**src/pkg/hrap_consts.vh**
```
`ifndef HRAP_CONSTS_VH
`define HRAP_CONSTS_VH
`define HRAP_ADDR_W 14
`define HRAP_DATA_W 8
`define HRAP_POL_BIT 7
`define HRAP_PHA_BIT 6
`define HRAP_ORD_BIT 5
`define HRAP_SCK_BIT 2
`define HRAP_MOSI_BIT 1
`define HRAP_MISO_BIT 0
`define HRAP_CTRL_RW_BIT 0
`define HRAP_CTRL_B_BIT 15
`define HRAP_CMD_BITS 16
`define HRAP_FRAME_BITS 24
`endif

```
**src/hrap_port.v**
```verilog
`timescale 1ns/10ps
`default_nettype none
`include "hrap_consts.vh"
module hrap_port #(
  parameter ADDR_W = `HRAP_ADDR_W,
  parameter DATA_W = `HRAP_DATA_W
) (
  // clock and reset
  input wire ref_clk,
  input wire resetn,
  // host pins
  input wire chip_select_n,
  input wire read_strobe_n,
  input wire write_strobe_n,
  input wire serial_select,
  input wire [ADDR_W-1:0] addr,
  input wire [DATA_W-1:0] data_in,
  output reg [DATA_W-1:0] data_out,
  output reg [DATA_W-1:0] data_oe,
  // register file side
  output reg [ADDR_W-1:0] reg_addr,
  output reg [DATA_W-1:0] reg_wdata,
  output reg reg_write,
  output reg reg_read,
  input wire [DATA_W-1:0] reg_rdata
);
  reg rst_a_r;
  reg rst_b_r;
  // design-wide reset, released two ref_clk edges after the pin
  wire rst_n = rst_b_r;
  always @(posedge ref_clk or negedge resetn) begin
    if (!resetn) begin
      rst_a_r <= 1'b0;
      rst_b_r <= 1'b0;
    end else begin
      rst_a_r <= 1'b1;
      rst_b_r <= rst_a_r;
    end
  end

  // three-stage sync for cs, rd, wr, sel and all data pins
  // a change counts only once the second and third stages agree
  localparam SW = DATA_W + 4;
  // reset values match the idle pin levels, so no false edge after reset
  localparam [SW-1:0] SYNC_INIT = {1'b0, 3'b111, {DATA_W{1'b0}}};
  wire [SW-1:0] raw = {serial_select, write_strobe_n, read_strobe_n, chip_select_n, data_in};
  reg [SW-1:0] s1_r;
  reg [SW-1:0] s2_r;
  reg [SW-1:0] s3_r;
  reg [SW-1:0] st_r;
  genvar g;
  generate
    for (g = 0; g < SW; g = g + 1) begin : g_sync
      always @(posedge ref_clk or negedge rst_n) begin
        if (!rst_n) begin
          s1_r[g] <= SYNC_INIT[g];
          s2_r[g] <= SYNC_INIT[g];
          s3_r[g] <= SYNC_INIT[g];
          st_r[g] <= SYNC_INIT[g];
        end else begin
          s1_r[g] <= raw[g];
          s2_r[g] <= s1_r[g];
          s3_r[g] <= s2_r[g];
          if (s2_r[g] == s3_r[g])
            st_r[g] <= s3_r[g];
        end
      end
    end
  endgenerate

  wire [DATA_W-1:0] d_s = st_r[DATA_W-1:0];
  wire cs_n = st_r[DATA_W];
  wire rd_n = st_r[DATA_W+1];
  wire wr_n = st_r[DATA_W+2];
  wire spi_mode = st_r[DATA_W+3];

  // previous values for edge detection
  reg wr_n_d_r;
  reg rd_n_d_r;
  reg cs_n_d_r;
  reg sck_d_r;
  reg rw_r;
  reg miso_r;
  reg ord_r;
  reg pol_r;
  reg pha_r;
  wire sck = d_s[`HRAP_SCK_BIT];
  wire mosi = d_s[`HRAP_MOSI_BIT];
  wire cpol = d_s[`HRAP_POL_BIT];
  wire cpha = d_s[`HRAP_PHA_BIT];
  wire msb_first = d_s[`HRAP_ORD_BIT];

  // edges of the host clock, seen after the synchroniser
  wire sck_rise = sck & ~sck_d_r;
  wire sck_fall = ~sck & sck_d_r;
  // latched straps, so one frame keeps one mode
  // sample edge: leading edge when pha_r=0, trailing when pha_r=1
  wire lead = pol_r ? sck_fall : sck_rise;
  wire trail = pol_r ? sck_rise : sck_fall;
  wire smp = pha_r ? trail : lead;
  wire shf = pha_r ? lead : trail;

  // serial state
  reg [4:0] cnt_r;
  reg [`HRAP_CMD_BITS-1:0] cmd_r;
  reg [DATA_W-1:0] sh_r;
  // last bit of the control word and of the whole frame
  wire cmd_last = (cnt_r == `HRAP_CMD_BITS - 1);
  wire frame_last = (cnt_r == `HRAP_FRAME_BITS - 1);
  integer i;
  reg [ADDR_W-1:0] ad_fix;
  reg [DATA_W-1:0] wd_fix;
  reg [DATA_W-1:0] rd_fix;

  always @* begin
    ad_fix = {ADDR_W{1'b0}};
    wd_fix = {DATA_W{1'b0}};
    rd_fix = {DATA_W{1'b0}};
    // address field bits 14:1, flags at 0 and 15 stay put
    for (i = 0; i < ADDR_W; i = i + 1)
      ad_fix[i] = ord_r ? cmd_r[ADDR_W - i] : cmd_r[i + 1];
    // shifter sends its top bit first, so least significant first reverses
    for (i = 0; i < DATA_W; i = i + 1) begin
      wd_fix[i] = ord_r ? sh_r[i] : sh_r[DATA_W-1-i];
      rd_fix[i] = ord_r ? reg_rdata[i] : reg_rdata[DATA_W-1-i];
    end
  end

  always @(posedge ref_clk or negedge rst_n) begin
    if (!rst_n) begin
      wr_n_d_r <= 1'b1;
      rd_n_d_r <= 1'b1;
      cs_n_d_r <= 1'b1;
      sck_d_r <= 1'b0;
      cnt_r <= 5'h00;
      cmd_r <= 16'h0000;
      sh_r <= {DATA_W{1'b0}};
      rw_r <= 1'b0;
      miso_r <= 1'b0;
      ord_r <= 1'b0;
      pol_r <= 1'b0;
      pha_r <= 1'b0;
      reg_addr <= {ADDR_W{1'b0}};
      reg_wdata <= {DATA_W{1'b0}};
      reg_write <= 1'b0;
      reg_read <= 1'b0;
      data_out <= {DATA_W{1'b0}};
      data_oe <= {DATA_W{1'b0}};
    end else begin
      wr_n_d_r <= wr_n;
      rd_n_d_r <= rd_n;
      cs_n_d_r <= cs_n;
      sck_d_r <= sck;
      reg_write <= 1'b0;
      reg_read <= 1'b0;
      // parallel path: levels of cs and rd, rising edge of wr
      if (!spi_mode) begin
        if (!cs_n && !rd_n) begin
          reg_addr <= addr;
          data_out <= reg_rdata;
          data_oe <= {DATA_W{1'b1}};
          if (rd_n_d_r)
            reg_read <= 1'b1;
        end else begin
          data_oe <= {DATA_W{1'b0}};
        end
        // write lands on the rising edge of the strobe
        if (!cs_n && wr_n && !wr_n_d_r) begin
          reg_addr <= addr;
          reg_wdata <= d_s;
          reg_write <= 1'b1;
        end
      end else if (cs_n) begin
        // a cut frame ends here: count cleared, pin released
        cnt_r <= 5'h00;
        data_oe <= {DATA_W{1'b0}};
        // straps latched while idle, held through the frame
        ord_r <= msb_first;
        pol_r <= cpol;
        pha_r <= cpha;
      end else begin
        // serial frame: 16 control bits then 8 data bits
        data_oe <= {{DATA_W-1{1'b0}}, 1'b1};
        data_out <= {{DATA_W-1{1'b0}}, miso_r};
        if (smp && cnt_r < `HRAP_FRAME_BITS) begin
          cnt_r <= cnt_r + 5'h01;
          // a read frame shifts only on the other edge
          if (cnt_r < `HRAP_CMD_BITS)
            cmd_r[cnt_r[3:0]] <= mosi;
          else if (!rw_r)
            sh_r <= {sh_r[DATA_W-2:0], mosi};
          if (cmd_last) begin
            rw_r <= cmd_r[`HRAP_CTRL_RW_BIT];
            if (cmd_r[`HRAP_CTRL_RW_BIT]) begin
              reg_addr <= ad_fix;
              reg_read <= 1'b1;
            end
          end
          if (frame_last && !rw_r) begin
            reg_addr <= ad_fix;
            reg_write <= 1'b1;
          end
        end

        // reg_rdata follows reg_addr in the pulse cycle; load exactly once
        if (reg_read)
          sh_r <= rd_fix;
        if (shf && cnt_r >= `HRAP_CMD_BITS && rw_r) begin
          miso_r <= sh_r[DATA_W-1];
          sh_r <= {sh_r[DATA_W-2:0], 1'b0};
        end
        // write data reordered from the full shift register
        if (reg_write)
          reg_wdata <= wd_fix;
      end
    end
  end
endmodule
`default_nettype wire

```
**config.mk**
```make
export PLATFORM = sky130hd
export DESIGN_NAME = hrap_port
export DESIGN_NICKNAME = d
export VERILOG_FILES = /design/src/hrap_port.v
export VERILOG_INCLUDE_DIRS = /design/src /design/src/pkg
export SDC_FILE = /design/constraint.sdc
export NUM_CORES = 1
export LEC_CHECK = 0
export ABC_AREA = 1
export BUFFER_PORTS_ARGS = -buffer_cell sky130_fd_sc_hd__clkbuf_2
export CAP_MARGIN = 20
export CORE_AREA = 2 2 101 103
export CTS_BUF_LIST = sky130_fd_sc_hd__clkbuf_2 sky130_fd_sc_hd__clkbuf_4 sky130_fd_sc_hd__clkbuf_8
export CTS_CLUSTER_DIAMETER = 150
export DETAILED_ROUTE_END_ITERATION = 16
export DIE_AREA = 0 0 103 105
export GPL_TIMING_DRIVEN = 0
export PLACE_DENSITY = 0.86
export RECOVER_POWER = 100
export SLEW_MARGIN = 30
export SYNTH_ARGS = -nofsm -noshare
export SYNTH_HDL_FRONTEND = slang
export SYNTH_SLANG_ARGS = --single-unit
```
**constraint.sdc**
```tcl
create_clock -name ref_clk -period 4.5 [get_ports ref_clk]
set_input_delay 0.45 -clock ref_clk [delete_from_list [all_inputs] [get_ports ref_clk]]
set_output_delay 0.45 -clock ref_clk [all_outputs]
set_load 0.005 [all_outputs]
```
==> qor.yml <==
drcViolationCount: 0
syn_avg_cell_area_um2: 9.03
yosys_register_bits: 120
outcome: "complete, no violations"
grt.total_usage_pct: 24.1
cp_common_cell: "nand2_1"
drtIter0Drc: 316
avgViaCountPerCell: 5.35
setup_viol_count_final: 0
postRouteAntennaNets: 0
fin_area_mm2: 0.00611
die_x_um: 103
cp-start-kind: "flip-flop"
critPathArrivalTime_ps: 2760
maxSlewHeadroom_pct: 12.1
cp-end-kind: "flip-flop"
worstHoldPathCells: 1
rsz0062_at_grt: "no"
path_cells: "inv_1 > clkbuf_1 > ha_1 > nand2_1 > a21oi_1 > nand2_1 > nand2_1 > nand2_1 > clkbuf_1 > nand2_1 > nand2_1"
finalSetupTns_ps: 0
synthCells: 577
hp-class: "in2reg"
cpPeakStageDelay_ps: 430
io_buffers: 75
top_layer: "met4"
grt-ovfl-total: 0
fmax_mhz: 414
wl_met3_um: 820
finalClockSkew_ps: 11.2
grt_max_degree: 53
initial_core_util_pct: 54.1
pre_cts_ws_ps: 2480
wl_mm: 12.1
io_pins: 76
die-height_um: 105
cts_setup_buffers: 0
r2r-end: "reg_addr[8]"
antenna_found_initial: 0
finalHoldViolCount: 0
synthesis.nets: 618
tightest_slew_ps: 1320
route.detailed.wl_per_inst_um: 14.7
criticalPathCategory: "reg2reg"
leakagePower_nw: 2.98
power.density_mw_per_mm2: 473
final.min_clock_period_ps: 2420
crit_fanout: 10
cts_buffers: 17
power_mw: 2.89
place_area_mm2: 0.00581
wl_met2_mm: 5.86
antenna_cells: 0
clk_latency_ps: 460
firstDrtPassIters: 5
grt_pass1_wl_mm: 20.0
slowest_stage: "dfrtp_1"
fin_nets: 715
layout_common_cells: "159 x nand2_1, 106 x dfrtp_1, 64 x nand3_1"
grt_pass1_vias: 4298
worst_slack_ps: 2080
worstRegToRegCells: 11
mostFrequentLayoutCell: "nand2_1"
synth-seq-area-share_pct: 57.9
cts_tree: "yes"
r2r_setup_slack_ps: 2080
htree_levels: 4
area_growth_pct: 17.2
min_from: "chip_select_n"
dieArea_mm2: 0.0108
cap_viol_max_count: 0
numClockSinks: 120
worstPathRequired_ps: 4850
root_buffer: "clkbuf_8"
yosysUniqueCellTypes: 30
ys_warn_count: 0
r2r_start: "cnt_r[4]"
slew_violations: 0
gp_congestion: 0.889
fp.coreArea_mm2: 0.00964
rows: 36
ir_worst_vdd_mv: 0.243
min_delay_worst_endpoint: "s1_r[8]"
wl_met1_mm: 5.06
drive_above_1_share_pct: 15.9
synth_area_mm2: 0.00521
place_hpwl_mm: 8.45
num_vias: 4388
clk_pin_slew_ps: 80
cts_buffer_depth: 2
finalCritPeriodShare_pct: 53.7
==> layer usage <==
| metal | vias to the layer above | track usage [%] |
|---|---|---|
| li1 | 2088 | - |
| met1 | 2085 | 30.3 |
| met2 | 183 | 37.9 |
| met3 | 32 | 6.15 |
| met4 | 0 | 12.9 |
| met5 | - | 0 |
==> logic make-up after synthesis <==
family	Yosys count	synth area share (%)
AND/OR/NAND/NOR	289	24.0
flip-flops	120	57.9
AO/OA/AOI/OAI	79	8.16
buffers and inverters	70	6.19
adder cells (fa/ha/maj)	17	3.50
XOR/XNOR	1	0.168
other	1	0.0719
==> metrics by stage <==
stage	hold slack (ps)	instances	utilization, %
detailed placement	239	787	60.2
global placement	236	785	59.7
finish	73.1	820	63.4
floorplan	154	577	-
global route	62.8	820	63.4
CTS	55.7	820	64.4
==> power breakdown <==
part / internal, mW / total, mW / switching (mW)
registers: 1.25 / 1.36 / 0.117
clock network: 0.460 / 0.964 / 0.504
logic: 0.214 / 0.563 / 0.349
==> state kept, by name, summed over array words and instances, names as in the netlist, 2 cells and up <==
signal     flops
data_out       8
sh_r           8
s3_r          12
s2_r          12
s1_r          12
cmd_r         15
d_s            3
cnt_r          5
reg_addr      14
data_oe        2
reg_wdata      8
==> layout make-up <==
cell class | instances | area (um2)
fillers | 851 | 3530
flip-flops and latches | 120 | 3020
multi-input cells | 387 | 1830
repair buffers | 78 | 403
clock buffers | 17 | 234
well taps | 133 | 166
clock inverters | 15 | 158
plain buffers | 32 | 158
inverters | 38 | 143
==> worst max path at each step <==
| stage | from | depth (start not counted) | endpoint |
|---|---|---|---|
| floorplan | rst_b_r | 0 | cmd_r[0] |
| global placement | rst_b_r | 0 | sh_r[5] |
| detailed placement | cnt_r[4] | 11 | reg_addr[7] |
| CTS | cnt_r[4] | 11 | reg_addr[12] |
| global route | cnt_r[4] | 11 | reg_addr[6] |
| finish | cnt_r[4] | 11 | reg_addr[8] |
==> timing repair <==
item | in CTS | in global routing
hold buffers | 1 | 0
endpoints found under the hold margin | 2 | 0
resized for setup | 0 | 0
==> critical path: cells and delay by family (launching register included) <==
kind                       cells  cell delay (ps)
DFF                            1              430
and+or+nand+nor                6              680
buffers and inverters          3              780
adders and majority gates      1              260
AOI/OAI and AO/OA              1              170
==> cell usage after synthesis, drive strengths merged <==
master    n  area [um2]
nand2   159         629
dfrtp   106        2650
nand3    64         320
o21ai    57         285
nor2     50         198
inv      37         139
buf      18         128
nand4    15        93.8
clkbuf   14        52.6
dfstp    14         368
maj3     12         120
a31oi    10        68.8
a21oi     7        35.0
ha        5        62.6
o211ai    4        30.0
clkinv    1        3.75
conb      1        3.75
nand3b    1        7.51
o22ai     1        6.26
xor2      1        8.76
(Power assumes the default switching activity.)
